--- config.mk ---
export PLATFORM = sky130hd
export DESIGN_NAME = wdthr_top
export DESIGN_NICKNAME = d
export VERILOG_FILES = /design/src/verilog/wdthr_pkg.sv /design/src/verilog/wdthr_cmp.sv /design/src/verilog/wdthr_failcnt.sv /design/src/verilog/wdthr_top.sv
export SDC_FILE = /design/constraint.sdc
export NUM_CORES = 1
export LEC_CHECK = 0
export BUFFER_PORTS_ARGS = -buffer_cell sky130_fd_sc_hd__buf_2
export CAP_MARGIN = 20
export CORE_MARGIN = 10
export CORE_UTILIZATION = 50
export DETAILED_ROUTE_END_ITERATION = 8
export PLACE_DENSITY_LB_ADDON = 0.15
export RECOVER_POWER = 50
export SYNTH_ARGS = -nofsm -noshare
export SYNTH_HDL_FRONTEND = slang
export SYNTH_SLANG_ARGS = --single-unit
--- constraint.sdc ---
create_clock -name CLK_I -period 3.3 [get_ports CLK_I]
set_clock_uncertainty 0.05 [all_clocks]
set_input_delay 0.495 -clock CLK_I [delete_from_list [all_inputs] [get_ports CLK_I]]
set_output_delay 0.495 -clock CLK_I [all_outputs]
set_load 0.02 [all_outputs]
--- src/verilog/wdthr_pkg.sv ---
// Purpose: Shared constants and types for the watchdog fail-threshold block
// Assumes: 8-bit registers on a plain strobe port, 11-bit byte address
// Notes: Offsets and reset values are used by the block and the bench
package wdthr_pkg;
    // Register offsets
    localparam logic [10:0] WDTHR_THR_CFG_OFS = 11'h409;
    localparam logic [10:0] WDTHR_FAIL_CNT_OFS = 11'h40a;
    localparam logic [10:0] WDTHR_ENABLE_OFS = 11'h40b;
    localparam logic [10:0] WDTHR_INT_OFS = 11'h40c;
    // Reset values
    localparam logic [7:0] WDTHR_THR_CFG_RST = 8'hff;
    localparam logic [7:0] WDTHR_FAIL_CNT_RST = 8'h20;
    // Threshold configuration field positions
    localparam int WDTHR_RST_EN_BIT = 7;
    localparam int WDTHR_WD_ON_BIT = 6;
    localparam int WDTHR_FIRST_TH_LSB = 3;
    localparam int WDTHR_SECOND_TH_LSB = 0;
    // Status field positions
    localparam int WDTHR_BAD_BIT = 6;
    localparam int WDTHR_FIRST_OK_BIT = 5;
    // Interrupt status positions
    localparam int WDTHR_RST_INT_BIT = 7;
    localparam int WDTHR_FAIL_INT_BIT = 6;
    // Counter limits
    localparam logic [3:0] WDTHR_CNT_MAX = 4'hf;

    // Register bus request
    typedef struct packed {
        logic [10:0] addr;
        logic [7:0] wdata;
        logic wr;
        logic rd;
    } wdthr_bus_t;

    // Sequencer events
    typedef struct packed {
        logic seq_end;
        logic good;
        logic bad;
        logic long_win_entry;
        logic in_long_win;
    } wdthr_evt_t;

    // Counter state
    typedef enum logic [1:0] {
        WDTHR_OK = 2'b00,
        WDTHR_FAILED = 2'b01,
        WDTHR_RESET = 2'b10
    } wdthr_level_t;
endpackage : wdthr_pkg

--- src/verilog/wdthr_cmp.sv ---
// Purpose: Compares the fail counter with both thresholds
// Assumes: Thresholds are 3-bit, counter 4-bit
// Notes: Purely combinational
module wdthr_cmp
    import wdthr_pkg::*;
(
    // Operands
    input wire logic [3:0] cnt_i,
    input wire logic [2:0] first_th_i,
    input wire logic [2:0] second_th_i,
    // Result
    output wdthr_level_t level_o
);
    logic [3:0] sum; // First plus second threshold

    // Sum fits in 4 bits, at most 14
    assign sum = {1'b0, first_th_i} + {1'b0, second_th_i};

    // Classify counter against thresholds
    always_comb
    begin
        if (cnt_i > sum)
        begin
            level_o = WDTHR_RESET;
        end
        else if (cnt_i > {1'b0, first_th_i})
        begin
            level_o = WDTHR_FAILED;
        end
        else
        begin
            level_o = WDTHR_OK;
        end
    end
endmodule // wdthr_cmp

--- src/verilog/wdthr_failcnt.sv ---
// Purpose: Saturating fail counter, cleared on long-window entry
// Assumes: Events are one-cycle pulses
// Notes: Counts sequences that saw a bad event
module wdthr_failcnt
    import wdthr_pkg::*;
(
    // Clock and reset
    input wire logic clk_i,
    input wire logic rst_n_i,
    input wire logic ce_i,
    // Events
    input wire logic clear_i,
    input wire logic step_i,
    // Count
    output logic [3:0] cnt_o
);
    // Counter update, clear has priority
    always_ff @(posedge clk_i or negedge rst_n_i)
    begin
        if (!rst_n_i)
        begin
            cnt_o <= 4'h0;
        end
        else if (ce_i)
        begin
            if (clear_i)
            begin
                cnt_o <= 4'h0;
            end
            else if (step_i && cnt_o != WDTHR_CNT_MAX)
            begin
                cnt_o <= cnt_o + 4'h1;
            end
        end
    end
endmodule // wdthr_failcnt

--- src/verilog/wdthr_top.sv ---
// Purpose: Watchdog fail counter, thresholds, driver enable and warm reset
// Assumes: Sequencer supplies one-cycle event pulses and a long-window level
// Notes: Registers on a plain strobe port, read data one cycle later
//        Driver enable and interrupt status sit in two extra registers
//
// Chosen here: the address-and-strobe port.
module wdthr_top
    import wdthr_pkg::*;
(
    // Clock, reset, enable
    input wire logic CLK_I,
    input wire logic RST_N_I,
    input wire logic CE_I,
    // Register port
    input wire logic [10:0] ADDR_I,
    input wire logic [7:0] WDATA_I,
    input wire logic WR_I,
    input wire logic RD_I,
    output logic [7:0] RDATA_O,
    // Sequencer events
    input wire logic SEQ_END_I,
    input wire logic GOOD_EVENT_I,
    input wire logic BAD_EVENT_I,
    input wire logic LONG_WIN_ENTRY_I,
    input wire logic IN_LONG_WIN_I,
    // Other interrupt sources pending
    input wire logic OTHER_INT_PENDING_I,
    // Outputs
    output logic DRIVER_ENABLE_O,
    output logic WARM_RESET_O
);
    wdthr_bus_t bus; // Bundled register request
    wdthr_evt_t evt; // Bundled events
    logic [7:0] thr_cfg; // Threshold configuration
    logic bad_event_flag; // Bad event seen this sequence
    logic first_good_flag; // Good event seen since long window
    logic [3:0] fail_counter; // Fail counter value
    logic driver_enable; // Output driver enable
    logic fail_interrupt_status; // Latched driver clear
    logic reset_interrupt_status; // Latched warm reset
    logic warm_reset; // Registered warm reset pulse
    logic fail_prev; // Failed level last cycle
    wdthr_level_t level; // Counter against thresholds
    logic failed; // Counter above first threshold
    logic reset_cond; // Counter above threshold sum
    logic bad_seq; // Sequence ended with bad event
    logic cnt_clear; // Counter clear request
    logic set_ok; // Driver enable may be set
    logic [7:0] next_rdata; // Read mux output
    logic wr_cfg; // Write to threshold configuration
    logic wr_drv; // Write to driver enable
    logic wr_int; // Write to interrupt status
    logic fail_event; // Counter just passed first threshold
    logic warm_req; // Reset condition with reset enabled

    // Bundle inputs
    assign bus = '{addr: ADDR_I, wdata: WDATA_I, wr: WR_I, rd: RD_I};
    assign evt = '{seq_end: SEQ_END_I, good: GOOD_EVENT_I, bad: BAD_EVENT_I,
                   long_win_entry: LONG_WIN_ENTRY_I, in_long_win: IN_LONG_WIN_I};

    // Address match helper
    function automatic logic hit(input logic [10:0] a, input logic [10:0] ofs);
        hit = (a == ofs);
    endfunction

    // Write decode, one strobe per writable register
    // Only the address is matched here; window and permission gating
    // stay in the owning process so each refusal is visible there
    assign wr_cfg = bus.wr && hit(bus.addr, WDTHR_THR_CFG_OFS);
    assign wr_drv = bus.wr && hit(bus.addr, WDTHR_ENABLE_OFS);
    assign wr_int = bus.wr && hit(bus.addr, WDTHR_INT_OFS);

    // Counter steps when a sequence with a bad event ends
    // A bad event in the closing cycle still belongs to that sequence
    assign bad_seq = evt.seq_end && (bad_event_flag || evt.bad);
    assign cnt_clear = evt.long_win_entry;

    // Fail counter
    // Entry clear has priority over a step in the same cycle
    wdthr_failcnt u_failcnt (
        .clk_i(CLK_I),
        .rst_n_i(RST_N_I),
        .ce_i(CE_I),
        .clear_i(cnt_clear),
        .step_i(bad_seq),
        .cnt_o(fail_counter)
    );

    // Threshold compare
    wdthr_cmp u_cmp (
        .cnt_i(fail_counter),
        .first_th_i(thr_cfg[WDTHR_FIRST_TH_LSB +: 3]),
        .second_th_i(thr_cfg[WDTHR_SECOND_TH_LSB +: 3]),
        .level_o(level)
    );

    // Levels from comparator
    assign failed = (level != WDTHR_OK);
    assign reset_cond = (level == WDTHR_RESET);

    // Fail event: first cycle above the first threshold with the driver
    // still on; a rise with the driver already off is no clear by the
    // watchdog and raises no interrupt
    assign fail_event = failed && !fail_prev && driver_enable;

    // Warm reset request; the enable bit only masks the request, the
    // counter and the compare run regardless
    assign warm_req = reset_cond && thr_cfg[WDTHR_RST_EN_BIT];

    // Conditions to let software set the driver enable
    // Own fail and reset interrupt bits are not counted as other sources
    always_comb
    begin
        // Watchdog on: out of long window, below threshold, good seen
        if (thr_cfg[WDTHR_WD_ON_BIT])
        begin
            set_ok = !evt.in_long_win && !failed && first_good_flag
                     && !OTHER_INT_PENDING_I;
        end
        else
        begin
            // Watchdog off: only other interrupt sources matter
            set_ok = !OTHER_INT_PENDING_I;
        end
    end

    // Threshold configuration, writable only in long window
    // A refused write leaves all four fields as they were
    // New fields take effect in the cycle after the write
    always_ff @(posedge CLK_I or negedge RST_N_I)
    begin
        if (!RST_N_I)
        begin
            thr_cfg <= WDTHR_THR_CFG_RST;
        end
        else if (CE_I)
        begin
            if (wr_cfg && evt.in_long_win)
            begin
                thr_cfg <= bus.wdata;
            end
        end
    end

    // Bad event flag
    // Sequence end wins over a bad event in the same cycle; that bad
    // event still steps the counter through bad_seq
    always_ff @(posedge CLK_I or negedge RST_N_I)
    begin
        if (!RST_N_I)
        begin
            bad_event_flag <= WDTHR_FAIL_CNT_RST[WDTHR_BAD_BIT];
        end
        else if (CE_I)
        begin
            if (evt.seq_end)
            begin
                bad_event_flag <= 1'b0;
            end
            else if (evt.bad)
            begin
                bad_event_flag <= 1'b1;
            end
        end
    end

    // First good flag, set wins over clear
    // A good event in the entry cycle keeps the flag set
    always_ff @(posedge CLK_I or negedge RST_N_I)
    begin
        if (!RST_N_I)
        begin
            first_good_flag <= WDTHR_FAIL_CNT_RST[WDTHR_FIRST_OK_BIT];
        end
        else if (CE_I)
        begin
            if (evt.good)
            begin
                first_good_flag <= 1'b1;
            end
            else if (evt.long_win_entry)
            begin
                first_good_flag <= 1'b0;
            end
        end
    end

    // Failed level history for edge of fail event
    // Starts low; the counter is zero after reset, so no false edge
    always_ff @(posedge CLK_I or negedge RST_N_I)
    begin
        if (!RST_N_I)
        begin
            fail_prev <= 1'b0;
        end
        else if (CE_I)
        begin
            fail_prev <= failed;
        end
    end

    // Driver enable: hardware clear beats software set
    // A set in the cycle the counter passes the threshold is lost
    always_ff @(posedge CLK_I or negedge RST_N_I)
    begin
        if (!RST_N_I)
        begin
            driver_enable <= 1'b0;
        end
        else if (CE_I)
        begin
            if (failed)
            begin
                driver_enable <= 1'b0;
            end
            else if (wr_drv)
            begin
                // Clearing always allowed, setting gated
                if (!bus.wdata[0])
                begin
                    driver_enable <= 1'b0;
                end
                else if (set_ok)
                begin
                    driver_enable <= 1'b1;
                end
            end
        end
    end

    // Warm reset pulse when enabled
    // Repeats every other cycle while the condition holds; only a
    // long-window entry clears the counter and ends the repeats
    always_ff @(posedge CLK_I or negedge RST_N_I)
    begin
        if (!RST_N_I)
        begin
            warm_reset <= 1'b0;
        end
        else if (CE_I)
        begin
            warm_reset <= warm_req && !warm_reset;
        end
    end

    // Fail interrupt status, set wins over write-one clear
    // Writing zero to the bit leaves it as it is
    always_ff @(posedge CLK_I or negedge RST_N_I)
    begin
        if (!RST_N_I)
        begin
            fail_interrupt_status <= 1'b0;
        end
        else if (CE_I)
        begin
            if (fail_event)
            begin
                fail_interrupt_status <= 1'b1;
            end
            else if (wr_int && bus.wdata[WDTHR_FAIL_INT_BIT])
            begin
                fail_interrupt_status <= 1'b0;
            end
        end
    end

    // Reset interrupt status, set wins over write-one clear
    // Every repeated warm reset pulse sets it again
    always_ff @(posedge CLK_I or negedge RST_N_I)
    begin
        if (!RST_N_I)
        begin
            reset_interrupt_status <= 1'b0;
        end
        else if (CE_I)
        begin
            if (warm_reset)
            begin
                reset_interrupt_status <= 1'b1;
            end
            else if (wr_int && bus.wdata[WDTHR_RST_INT_BIT])
            begin
                reset_interrupt_status <= 1'b0;
            end
        end
    end

    // Read mux
    // Unmapped offsets and unused bits read zero
    always_comb
    begin
        next_rdata = 8'h00;
        if (hit(bus.addr, WDTHR_THR_CFG_OFS))
        begin
            next_rdata = thr_cfg;
        end
        else if (hit(bus.addr, WDTHR_FAIL_CNT_OFS))
        begin
            // Reserved bits 7 and 4 stay at zero
            next_rdata[WDTHR_BAD_BIT] = bad_event_flag;
            next_rdata[WDTHR_FIRST_OK_BIT] = first_good_flag;
            next_rdata[3:0] = fail_counter;
        end
        else if (hit(bus.addr, WDTHR_ENABLE_OFS))
        begin
            next_rdata = {7'h00, driver_enable};
        end
        else if (hit(bus.addr, WDTHR_INT_OFS))
        begin
            next_rdata[WDTHR_RST_INT_BIT] = reset_interrupt_status;
            next_rdata[WDTHR_FAIL_INT_BIT] = fail_interrupt_status;
        end
    end

    // Read data register, zero when no read
    // Zero between reads so no stale value is taken twice
    always_ff @(posedge CLK_I or negedge RST_N_I)
    begin
        if (!RST_N_I)
        begin
            RDATA_O <= 8'h00;
        end
        else if (CE_I)
        begin
            RDATA_O <= bus.rd ? next_rdata : 8'h00;
        end
    end

    // Outputs
    // Both come straight from flip-flops
    assign DRIVER_ENABLE_O = driver_enable;
    assign WARM_RESET_O = warm_reset;
endmodule // wdthr_top

== Word-level counts from Yosys, hierarchy flattened ==
Cells that the tools add are included.
Widths: inputs -> output; s select.

* Bits of input ports: 30
* Flip-flop bits (word level): 27
* Logic and storage cells: 82

* Reduce and logical (&&, ||, !) cells: 35
* Equal/unequal tests: 7
* $add $sub $neg: 2
* Magnitude comparators: 2
* Multiplexer cells: 26

{| class="wikitable"
|+ Operator list
! cell !! count
|-
| $eq 11x11->1 const B || 4
|-
| $mux 1 || 17
|-
| $mux 8 || 2
|-
| $logic_and 1x1->1 || 15
|-
| $reduce_bool 2->1 || 7
|-
| $mux 4 || 3
|-
| $reduce_and 2->1 || 6
|-
| $mux 2 || 4
|-
| $logic_not 1->1 || 5
|-
| $add 3x3->4 || 1
|-
| $add 4x1->4 const B || 1
|-
| $gt 4x3->1 || 1
|-
| $gt 4x4->1 || 1
|-
| $ne 4x4->1 const B || 1
|-
| $ne 3x1->1 const B || 1
|-
| $reduce_and 3->1 || 1
|-
| $eq 2x2->1 const B || 1
|-
| $logic_or 1x1->1 || 1
|}

== Logic depth before layout (Yosys ltp) ==
Gate-level depths: netlist (run 1).

* Word-level depth: 13
* Mapped depth: 8
* Depth with buffers taken out: 8

== Modules after synthesis ==
A second synthesis (run 1) with hierarchy kept.

* Cells, all modules: 145
* Area total of the unflattened synthesis: 1,700.4 um^2

{| class="wikitable"
|+ Modules (own cells, without submodules)
! module !! times used !! seq. area each (um^2) !! area an instance (um^2) !! cells an instance
|-
| wdthr_top || 1 || 586.8 || 1,167.4 || 90
|-
| wdthr_cmp || 1 || 0.0 || 270.3 || 30
|-
| wdthr_failcnt || 1 || 100.1 || 262.8 || 25
|}

== Worst setup path after synthesis (run 1) ==
No wires, ideal clock.

* Path kind: reg-to-reg
* From: register thr_cfg[0]
* To: register driver_enable (netlist: DRIVER_ENABLE_O)
* Arrival: 2.113 ns
* Stages on the path, launching flop included: 9
* Library setup time: 0.065 ns
* Slack: 1.072 ns
* Data required time: 3.185 ns
* Cells stage by stage: dfstp_2 > ha_1 > fa_1 > xnor2_1 > ha_1 > and4_1 > a31oi_1 > a211oi_1 > o221a_2

* Word-level cells in the longest chain between the ends: 11
* Elaborated cells on any way between the ends: 13
* Those cells by class: add/sub: 1; order compare: 1; eq/ne: 1; mux: 3; reduce/logical: 7

{| class="wikitable"
|+ Ends and longest elaborated chain
! item !! RTL line !! RTL
|-
| start, declared || wdthr_top.sv:34 || <nowiki>logic [7:0] thr_cfg;</nowiki>
|-
| start signal, assigned || wdthr_top.sv:140 || <nowiki>thr_cfg <= bus.wdata;</nowiki>
|-
| $add 3x3->4 * || wdthr_cmp.sv:17 || <nowiki>assign sum = {1'b0, first_th_i} + {1'b0, second_th_i};</nowiki>
|-
| $gt 4x4->1 * || wdthr_cmp.sv:22 || <nowiki>if (cnt_i > sum)</nowiki>
|-
| $mux 2 * || wdthr_cmp.sv:22 ||
|-
| $reduce_bool 2->1 * || wdthr_top.sv:98 || <nowiki>assign failed = (level != WDTHR_OK);</nowiki>
|-
| $logic_not 1->1 || wdthr_top.sv:117 || <nowiki>set_ok = !evt.in_long_win && !failed && first_good_flag</nowiki>
|-
| $logic_and 1x1->1 (2 in series) || wdthr_top.sv:117 ||
|-
| $logic_and 1x1->1 || wdthr_top.sv:118 || <nowiki>&& !OTHER_INT_PENDING_I;</nowiki>
|-
| $mux 1 || wdthr_top.sv:115 || <nowiki>if (thr_cfg[WDTHR_WD_ON_BIT])</nowiki>
|-
| $ne 3x1->1 (no line) || n/a ||
|-
| $reduce_and 3->1 (no line) || n/a ||
|-
| end signal, assigned || wdthr_top.sv:208 || <nowiki>driver_enable <= 1'b0;</nowiki>
|-
| end signal, assigned || wdthr_top.sv:214 || <nowiki>driver_enable <= 1'b0;</nowiki>
|-
| end signal, assigned || wdthr_top.sv:221 || <nowiki>driver_enable <= 1'b0;</nowiki>
|-
| end, declared || wdthr_top.sv:38 || <nowiki>logic driver_enable;</nowiki>
|}

Every way passes the cells marked *; elsewhere a longest branch is shown, timed or not.
A chain may end at the register's enable or synchronous reset.

== Worst setup path after layout (run 1) ==
* From: register thr_cfg[4]
* To: register driver_enable (netlist: DRIVER_ENABLE_O)

* Word-level cells in the longest chain between the ends: 11
* Elaborated cells on any way between the ends: 15
* Those cells by class: add/sub: 1; order compare: 2; eq/ne: 1; mux: 4; reduce/logical: 7

{| class="wikitable"
|+ Ends and longest elaborated chain
! item !! RTL line
|-
| $add 3x3->4 or $gt 4x3->1 (tied branches) || wdthr_cmp.sv:17, wdthr_cmp.sv:26
|-
| $gt 4x4->1 or $mux 1 (tied branches) || wdthr_cmp.sv:22, wdthr_cmp.sv:26
|-
| $mux 2 * || wdthr_cmp.sv:22
|-
| $reduce_bool 2->1 * || wdthr_top.sv:98
|-
| $logic_not 1->1 || wdthr_top.sv:117
|-
| $logic_and 1x1->1 (2 in series) || wdthr_top.sv:117
|-
| $logic_and 1x1->1 || wdthr_top.sv:118
|-
| $mux 1 || wdthr_top.sv:115
|-
| $ne 3x1->1 (no line) || n/a
|-
| $reduce_and 3->1 (no line) || n/a
|}

Marked as above.

==> results of run 1 <==
==> layout by cell type, fill, tap and decap left out, types with 2 or more instances in the layout <==
cell type	instances
buf_2	36
dfrtp_1	18
inv_1	13
ha_1	12
a21oi_1	9
dfstp_2	9
nand2_1	8
mux2_2	8
o21ai_0	7
o2bb2ai_1	6
nand3_1	4
nor2_1	4
mux2i_1	4
a22oi_1	4
xnor2_1	3
and3_1	3
and4bb_2	3
nand3b_1	3
clkbuf_4	3
clkbuf_1	3
a21o_1	2
a31oi_1	2
==> cells by family (layout without fill, tap and decap cells) <==
group,count (synthesis),count (layout),share of synthesized area
mux,12,12,0.0814
compound gates,36,36,0.151
flops,27,27,0.430
buf+inv,16,56,0.0423
xor+xnor,3,3,0.0164
fa+ha+maj,13,13,0.106
simple gates,41,41,0.173
==> layout make-up <==
| cell class | count | area (sq um) |
|---|---|---|
| clock buffers | 3 | 22.5 |
| clock inverters | 1 | 5.00 |
| fillers | 281 | 1200 |
| inverters | 13 | 48.8 |
| multi-input cells | 105 | 845 |
| flip-flops and latches | 27 | 687 |
| well taps | 44 | 55.1 |
| repair buffers | 39 | 191 |
==> worst max-delay path: stages, from the launching register on <==
cell	delay, ns
dfstp_2	0.61
ha_1	0.25
a21o_1	0.18
a21oi_1	0.15
ha_1	0.28
a21oi_1	0.15
a31oi_1	0.16
a211oi_1	0.51
o221a_2	0.28
==> path summary, 6_finish.rpt <==
path	slack (ns)	start	to
min in group asynchronous	0.42	RST_N_I	RDATA_O[6]
max in group asynchronous	1.96	RST_N_I	DRIVER_ENABLE_O
min	0.29	SEQ_END_I	bad_event_flag
min reg2reg	0.45	RDATA_O[6]	RDATA_O[6]
max	0.61	thr_cfg[4]	DRIVER_ENABLE_O
max reg2reg	0.61	thr_cfg[4]	DRIVER_ENABLE_O
==> cells in the mapped netlist, types with 2 or more instances <==
master and count:
a21o_1 2, dfrtp_1 18, nand2_1 8, and3_1 3, mux2i_1 4, a31oi_1 2
nand3_1 4, o21ai_0 7, inv_1 13, nor2_1 4, ha_1 12, xnor2_1 3
a21oi_1 9, nand3b_1 3, mux2_2 8, dfstp_2 9, a22oi_1 4, and4bb_2 3
o2bb2ai_1 6
==> power by group <==
group / switching (mW) / total (mW) / internal [mW]
Clock: 0.0952 / 0.141 / 0.0454
Combinational: 0.0715 / 0.129 / 0.0579
Sequential: 0.0183 / 0.366 / 0.348
==> metrics by stage <==
step	cell area [sq um]	instances	setup WS, ns
2_1_floorplan	1600	148	1.07
4_1_cts	1860	232	0.614
5_1_grt	1850	232	0.463
3_5_place_dp	1830	228	0.663
3_3_place_gp	1830	228	0.784
6_report	1850	232	0.614
==> state kept, by name (all words and copies together) (netlist names) <==
signal                  cells
bad_event_flag              1
DRIVER_ENABLE_O             1
RDATA_O                     8
u_failcnt.cnt_o             4
first_good_flag             1
WARM_RESET_O                1
reset_interrupt_status      1
thr_cfg                     8
fail_prev                   1
fail_interrupt_status       1
==> per-layer routing <==
metal | part of all wire | GRT usage
met1 | 0.46 | 0.171
met5 | 0 | 0
met4 | 0.0036 | 0.0390
met2 | 0.50 | 0.229
met3 | 0.043 | 0.0295
==> run_results.csv, run 1 <==
group,metric,value,unit
outcome,status,"complete, no violations",
global_routing,grt_pass1_wl,6600,microns
sta,final_hold_viol_count,0,
floorplan,num_rows,20,
floorplan,fp.dieW,76.6,microns
job,max_cap_viol_count,0,
global_routing,antenna_found_initial,0,
critical_path,critical_path_class,"reg2reg",
floorplan,dieArea,5860,sq um
global_routing,grt_pass1_vias,1364,
critical_path,critPathArrivalTime,2.90,ns
clocking,path_clk_slew,0.15,ns
global_routing,grt-ovfl-total,0,
global_routing,grt_max_degree,28,
yosys,synth-seq-area-share,0.430,
placed_design,routabilityCongestion,0.858,
clocking,clock-sinks,27,
clocking,cts_buffers,3,
clocking,post_cts_resized,0,
yosys,synth_edf_count,0,
pwr,power_per_cell_area,343,nW/um^2
critical_path,reg2regPathDepth,8,
detailed_routing,routed_wl,3940,microns
cells_and_area,antennaDiodeCount,0,
critical_path,required,3.52,ns
sta,rsz0062_at_grt,"no",
yosys,ys_types,45,
placed_design,dpl.hpwl,3180,microns
clocking,postCtsHoldBufs,0,
min_path,min_path_cells,2,
clocking,cts_tree,"yes",
clocking,clock_latency,0.32,ns
placed_design,portBuffers,39,
floorplan,pin_count,40,
critical_path,end_kind,"flop",
sta,hold_slack,0.292,ns
floorplan,initial_utilization,0.524,
pwr,p_total,0.636,mW
clocking,post_cts_buffers,0,
cells_and_area,layout-drive-gt1-share,0.351,
yosys,synthTopCellsByArea,"dfrtp_1, dfstp_2, ha_1",
yosys,async_flop_share,1.00,
yosys,synthCells,148,
yosys,synthFlopType,"dfrtp_1",
detailed_routing,wl_per_cell,17.0,microns
clocking,cts_root_buffer,"clkbuf_4",
floorplan,die_h,76.6,microns
detailed_routing,drtIter0Drc,101,
sta,setup_viol,0,
detailed_routing,vias,1291,
yosys,synth_top_area_frac,0.282,
critical_path,crit_fanout,5,
sta,maxSlewHeadroom,0.0620,
floorplan,coreArea,3050,sq um
sta,min_period,2.69,ns
cells_and_area,syn2layout_area_growth,16.0,%
detailed_routing,drt_first_pass_iters,5,
detailed_routing,postRouteAntennaNets,0,
sta,slew_violations,0,
global_routing,grt_usage,0.137,
yosys,yosys_warnings,0,
sta,max_freq,0.372,GHz
sta,setup_tns,0,ns
yosys,synthesis.area,1600,sq um
min_path,hp-class,"in2reg",
sta,tightest_slew,1.41,ns
yosys,yosysTopAreaCell,"dfrtp_1",
yosys,syn_nets,191,
yosys,ys_ff_latch,27,
pwr,ir_drop,0.190,mV
clocking,cts_buffer_depth,2,
cells_and_area,num-nets-final,232,
yosys,syn_avg_cell_area,10.8,sq um
pwr,p_leak,0.887,nW
detailed_routing,vias_per_cell,5.56,
detailed_routing,drc,0,
sta,layout_worst_path_cycle_share,0.814,
cells_and_area,final_util,0.607,
clocking,ctsHtreeMaxLevel,1,
critical_path,startpoint_type,"flop",
(Power assumes the default switching activity.)
==> run 2, diff against run 1 <==
--- a/config.mk
+++ b/config.mk
@@ -8,7 +8,7 @@
 export BUFFER_PORTS_ARGS = -buffer_cell sky130_fd_sc_hd__buf_2
 export CAP_MARGIN = 20
 export CORE_MARGIN = 10
-export CORE_UTILIZATION = 50
+export CORE_UTILIZATION = 47
 export DETAILED_ROUTE_END_ITERATION = 8
 export PLACE_DENSITY_LB_ADDON = 0.15
 export RECOVER_POWER = 50
==> constraint.sdc (replaced) <==
create_clock -name CLK_I -period 2.2 [get_ports CLK_I]
set_clock_uncertainty 0.05 [all_clocks]
set_input_delay 0.33 -clock CLK_I [delete_from_list [all_inputs] [get_ports CLK_I]]
set_output_delay 0.33 -clock CLK_I [all_outputs]
set_load 0.02 [all_outputs]
==> run 2 against run 1 <==
  * The run now ends with setup timing left
  * Via count grew 4.0%
  * Worst hold slack worse by 0.18 ns
  * Sequential share of layout area fell by 3.8 points
  * Flip-flop and latch count stayed put
  * Clock power is 57% higher
  * Critical endpoint unchanged
  * Largest cell class unchanged
  * Highest routed layer unchanged
==> run_results.csv, run 2 (synthesis results as in run 1) <==
group,metric,value,unit
cells_and_area,final_cell_mix,"buf_2, dfrtp_1, inv_1",
clocking,ctsHtreeMaxLevel,1,
global_routing,grt_pass1_vias,1432,
floorplan,num_rows,21,
cells_and_area,fill_cells,290,
cells_and_area,final_util,0.624,
cells_and_area,num-nets-final,245,
critical_path,required,2.39,ns
critical_path,crit_fanout,2,
cells_and_area,syn2layout_area_growth,29.1,%
pwr,p_total,1.03,mW
global_routing,antenna_found_initial,0,
cells_and_area,reg.largest.list,"RDATA_O (8), thr_cfg (8), u_failcnt.cnt_o (4)",
critical_path,critPathArrivalTime,2.46,ns
min_path,hp-class,"in2reg",
pwr,ir_drop,0.350,mV
placed_design,dpl.hpwl,3190,microns
critical_path,end_kind,"flop",
sta,hold_slack,0.113,ns
job,max_cap_viol_count,0,
floorplan,pin_count,40,
detailed_routing,drt_first_pass_iters,4,
cells_and_area,ff_latch_area,687,sq um
sta,final_hold_viol_count,0,
clocking,clock-sinks,27,
sta,final.setup.worst_slack,-0.0704,ns
cells_and_area,layout_commonest_cell,"buf_2",
sta,max_freq,0.440,GHz
floorplan,fp.dieW,78.3,microns
clocking,cts_buffer_depth,2,
detailed_routing,vias,1342,
pwr,power_per_cell_area,497,nW/um^2
sta,tightest_slew,1.45,ns
sta,setup_tns,-0.182,ns
cells_and_area,multi_input_area,927,sq um
pwr,p_leak,0.957,nW
clocking,clock_latency,0.33,ns
sta,slew_violations,0,
sta,maxSlewHeadroom,0.0352,
clocking,cts_buffers,3,
outcome,violations,"setup timing",
detailed_routing,drc,0,
global_routing,grt_max_degree,28,
clocking,path_clk_slew,0.15,ns
cells_and_area,layoutNonFillerInstCount,247,
clocking,cts_tree,"yes",
floorplan,coreArea,3310,sq um
sta,layout_worst_path_cycle_share,1.03,
cells_and_area,layout-drive-gt1-share,0.453,
clocking,cts_root_buffer,"clkbuf_4",
critical_path,startpoint_type,"flop",
sta,setup_viol,4,
critical_path,critical_path_class,"reg2reg",
placed_design,routabilityCongestion,0.796,
global_routing,grt-ovfl-total,0,
placed_design,dpl.cell_count,239,
global_routing,grt_pass1_wl,6710,microns
floorplan,dieArea,6140,sq um
sta,min_period,2.27,ns
detailed_routing,wl_per_cell,16.5,microns
sta,rsz0062_at_grt,"yes",
detailed_routing,routed_wl,4070,microns
placed_design,portBuffers,39,
cells_and_area,antennaDiodeCount,0,
global_routing,grt_usage,0.134,
detailed_routing,drtIter0Drc,29,
detailed_routing,vias_per_cell,5.43,
detailed_routing,postRouteAntennaNets,0,
outcome,status,"finished, violations left",
floorplan,initial_utilization,0.483,
floorplan,die_h,78.3,microns
==> run 2: path summary, 6_finish.rpt <==
kind	endpoint	slack [ns]	start	depth (start not counted)
setup / recovery	DRIVER_ENABLE_O	-0.07	thr_cfg[0]	8
max in group asynchronous	RDATA_O[2]	0.47	RST_N_I	2
hold / removal	bad_event_flag	0.11	SEQ_END_I	2
setup reg to reg	DRIVER_ENABLE_O	-0.07	thr_cfg[0]	8
hold reg to reg	RDATA_O[0]	0.46	RDATA_O[0]	1
min in group asynchronous	fail_interrupt_status	0.80	RST_N_I	2
==> run 2: power breakdown <==
part,switching (mW),internal [mW],leakage (nW),total [mW]
Sequential,0.0341,0.521,0.332,0.555
Clock,0.151,0.0697,0.0139,0.221
Combinational,0.122,0.129,0.611,0.250
==> run 2: worst max-delay path, cell delays in order (launching register included) <==
cell	delay (ns)
dfstp_2	0.58
ha_4	0.13
fa_2	0.42
inv_2	0.07
ha_4	0.19
and4_1	0.20
a31oi_2	0.19
a211oi_2	0.07
o221a_2	0.27
==> run 2: timing repair <==
item                                    CTS  global route
pin swaps                                 7             6
endpoints found under the setup margin    4             4
buffers inserted                          2             1
hold buffers                              1             0
resized for setup                         9             3
hold endpoints to repair                 18             0
==> run 2: metal layers <==
layer | part of all wire | global-route usage | routed length [microns] | vias up
li1 | - | - | - | 657
met1 | 0.44 | 0.160 | 1780 | 645
met2 | 0.49 | 0.224 | 1990 | 31
met3 | 0.051 | 0.0353 | 206 | 9
met4 | 0.021 | 0.0538 | 87 | 0
met5 | 0 | 0 | 0 | -
==> run 2: layout make-up <==
cell class,instances,share of cell area
multi-input cells,105,0.449
flip-flops and latches,27,0.333
repair buffers,52,0.152
inverters,13,0.0236
clock inverters,1,0.00364
well taps,46,0.0279
clock buffers,3,0.0109
==> run 2: through the flow <==
| stage | instance area [sq um] | setup WS (ns) |
|---|---|---|
| 2_1_floorplan | 1620 | -0.0122 |
| 3_3_place_gp | 1930 | -0.0412 |
| 3_5_place_dp | 1930 | -0.124 |
| 4_1_cts | 2050 | -0.0887 |
| 5_1_grt | 2060 | -0.123 |
| 6_report | 2060 | -0.0704 |
==> run 3, diff against run 2 <==
--- a/config.mk
+++ b/config.mk
@@ -8,7 +8,7 @@
 export BUFFER_PORTS_ARGS = -buffer_cell sky130_fd_sc_hd__buf_2
 export CAP_MARGIN = 20
 export CORE_MARGIN = 10
-export CORE_UTILIZATION = 47
+export CORE_UTILIZATION = 42
 export DETAILED_ROUTE_END_ITERATION = 8
 export PLACE_DENSITY_LB_ADDON = 0.15
 export RECOVER_POWER = 50
==> run 3 against run 2 <==
  * The run still ends with setup timing left
  * Maximum frequency rose by 0.92%
  * Non-clock buffer count unchanged
  * Worst setup slack better by 0.021 ns
  * Combinational power increased by 2%
  * Sequential power hardly changed
  * First-iteration DRC count increased by 130%
  * Largest cell class unchanged
  * Register-to-register slack improved by 0.02 ns
  * Design area barely moved
  * Cell count is 0.81% higher
  * Worst hold slack improved by 0.061 ns
  * Critical path type unchanged
  * Power increased by 7.3%
==> run_results.csv, run 3 (synthesis results as in run 1) <==
group,metric,value,unit
floorplan,fp.dieW,81.7,microns
detailed_routing,drtIter0Drc,68,
cells_and_area,layoutNonFillerInstCount,249,
placed_design,dpl.cell_count,245,
placed_design,portBuffers,39,
clocking,cts_buffer_depth,2,
sta,final_hold_viol_count,0,
detailed_routing,drc,0,
floorplan,coreArea,3660,sq um
cells_and_area,antennaDiodeCount,0,
global_routing,antenna_found_initial,0,
sta,slew_violations,0,
cells_and_area,layout-drive-gt1-share,0.453,
sta,tightest_slew,1.48,ns
detailed_routing,postRouteAntennaNets,0,
sta,final.setup.worst_slack,-0.0497,ns
clocking,postCtsHoldBufs,0,
placed_design,dpl_worst_slack,-0.113,ns
clocking,cts_buffers,3,
placed_design,routabilityCongestion,0.765,
critical_path,critPathArrivalTime,2.37,ns
global_routing,grt_usage,0.135,
pwr,power_per_cell_area,534,nW/um^2
cells_and_area,final_util,0.564,
cells_and_area,fill_cells,313,
cells_and_area,layout_commonest_cell,"buf_2",
sta,layout_worst_path_cycle_share,1.02,
global_routing,grt_max_degree,28,
sta,max_freq,0.445,GHz
min_path,hp-class,"in2reg",
cells_and_area,syn2layout_area_growth,29.0,%
clocking,cts_root_buffer,"clkbuf_8",
floorplan,dieArea,6670,sq um
clocking,clock_latency,0.28,ns
floorplan,num_rows,22,
floorplan,die_h,81.7,microns
global_routing,grt_pass1_wl,7000,microns
clocking,cts_tree,"yes",
outcome,status,"finished, violations left",
critical_path,required,2.32,ns
placed_design,place_area,1970,sq um
cells_and_area,design_area,2060,sq um
outcome,violations,"setup timing",
global_routing,grt-ovfl-total,0,
critical_path,startpoint_type,"flop",
critical_path,crit_fanout,2,
detailed_routing,drt_first_pass_iters,4,
detailed_routing,routed_wl,4340,microns
floorplan,initial_utilization,0.437,
sta,min_period,2.25,ns
sta,maxSlewHeadroom,0.0150,
sta,rsz0062_at_grt,"yes",
placed_design,dpl.hpwl,3400,microns
detailed_routing,vias,1373,
cells_and_area,reg.largest.list,"RDATA_O (8), thr_cfg (8), u_failcnt.cnt_o (4)",
sta,setup_viol,3,
pwr,p_leak,0.967,nW
cells_and_area,num-nets-final,245,
pwr,ir_drop,0.240,mV
detailed_routing,wl_per_cell,17.4,microns
global_routing,grt_pass1_vias,1477,
critical_path,critical_path_class,"reg2reg",
clocking,ctsHtreeMaxLevel,1,
floorplan,pin_count,40,
cells_and_area,final_cell_mix,"buf_2, dfrtp_1, inv_1",
job,max_cap_viol_count,0,
clocking,path_clk_slew,0.10,ns
clocking,clock-sinks,27,
detailed_routing,vias_per_cell,5.51,
clocking,post_cts_buffers,0,
critical_path,end_kind,"flop",
## run 3: metrics by stage
stage	total power [mW]	TNS (ns)	hold WS, ns
2_1_floorplan	0.674	-0.0122	-0.0156
3_3_place_gp	0.774	-0.0188	0.318
3_5_place_dp	0.786	-0.365	0.329
4_1_cts	1.10	-0.0949	0.0216
5_1_grt	1.16	-0.396	0.165
6_report	1.10	-0.0827	0.174
## run 3: final cells by class
class	count	area (sq um)	share of cell area
multi-input cells	105	918	0.445
flip-flops and latches	27	687	0.333
repair buffers	52	303	0.147
well taps	48	60.1	0.0291
inverters	13	48.8	0.0237
clock buffers	3	41.3	0.0200
clock inverters	1	5.00	0.00243
## run 3: timing repair
action | in CTS | in global routing
pin swaps | 4 | 3
setup endpoints to repair | 4 | 4
gates resized for setup | 9 | 1
## run 3: per-layer routing
metal,wire length (microns),global-route usage,up-vias
li1,-,-,654
met1,1740,0.151,671
met2,2170,0.237,41
met3,347,0.0393,7
met4,79,0.0510,0
met5,0,0,-
## run 3: path summary, 6_finish.rpt
| kind | start | endpoint | slack (ns) | cells past startpoint |
|---|---|---|---|---|
| setup / recovery | thr_cfg[0] | DRIVER_ENABLE_O | -0.05 | 8 |
| hold / removal | SEQ_END_I | bad_event_flag | 0.17 | 2 |
| setup reg to reg | thr_cfg[0] | DRIVER_ENABLE_O | -0.05 | 8 |
| hold reg to reg | RDATA_O[0] | RDATA_O[0] | 0.45 | 1 |
| max in group asynchronous | RST_N_I | WARM_RESET_O | 0.91 | 1 |
| min in group asynchronous | RST_N_I | u_failcnt.cnt_o[1] | 0.34 | 1 |
## run 3: report_power, final
| part | internal [mW] | switching [mW] | leakage, nW |
|---|---|---|---|
| Sequential | 0.522 | 0.0301 | 0.333 |
| Combinational | 0.128 | 0.127 | 0.608 |
| Clock | 0.128 | 0.167 | 0.0255 |
| Total | 0.777 | 0.324 | 0.967 |
## run 3: critical path, stage by stage (launching register included)
cell	delay [ns]
dfstp_2	0.57
ha_4	0.14
fa_2	0.43
inv_2	0.08
ha_4	0.19
and4_1	0.15
a31oi_2	0.18
a211oi_2	0.07
o221a_2	0.28
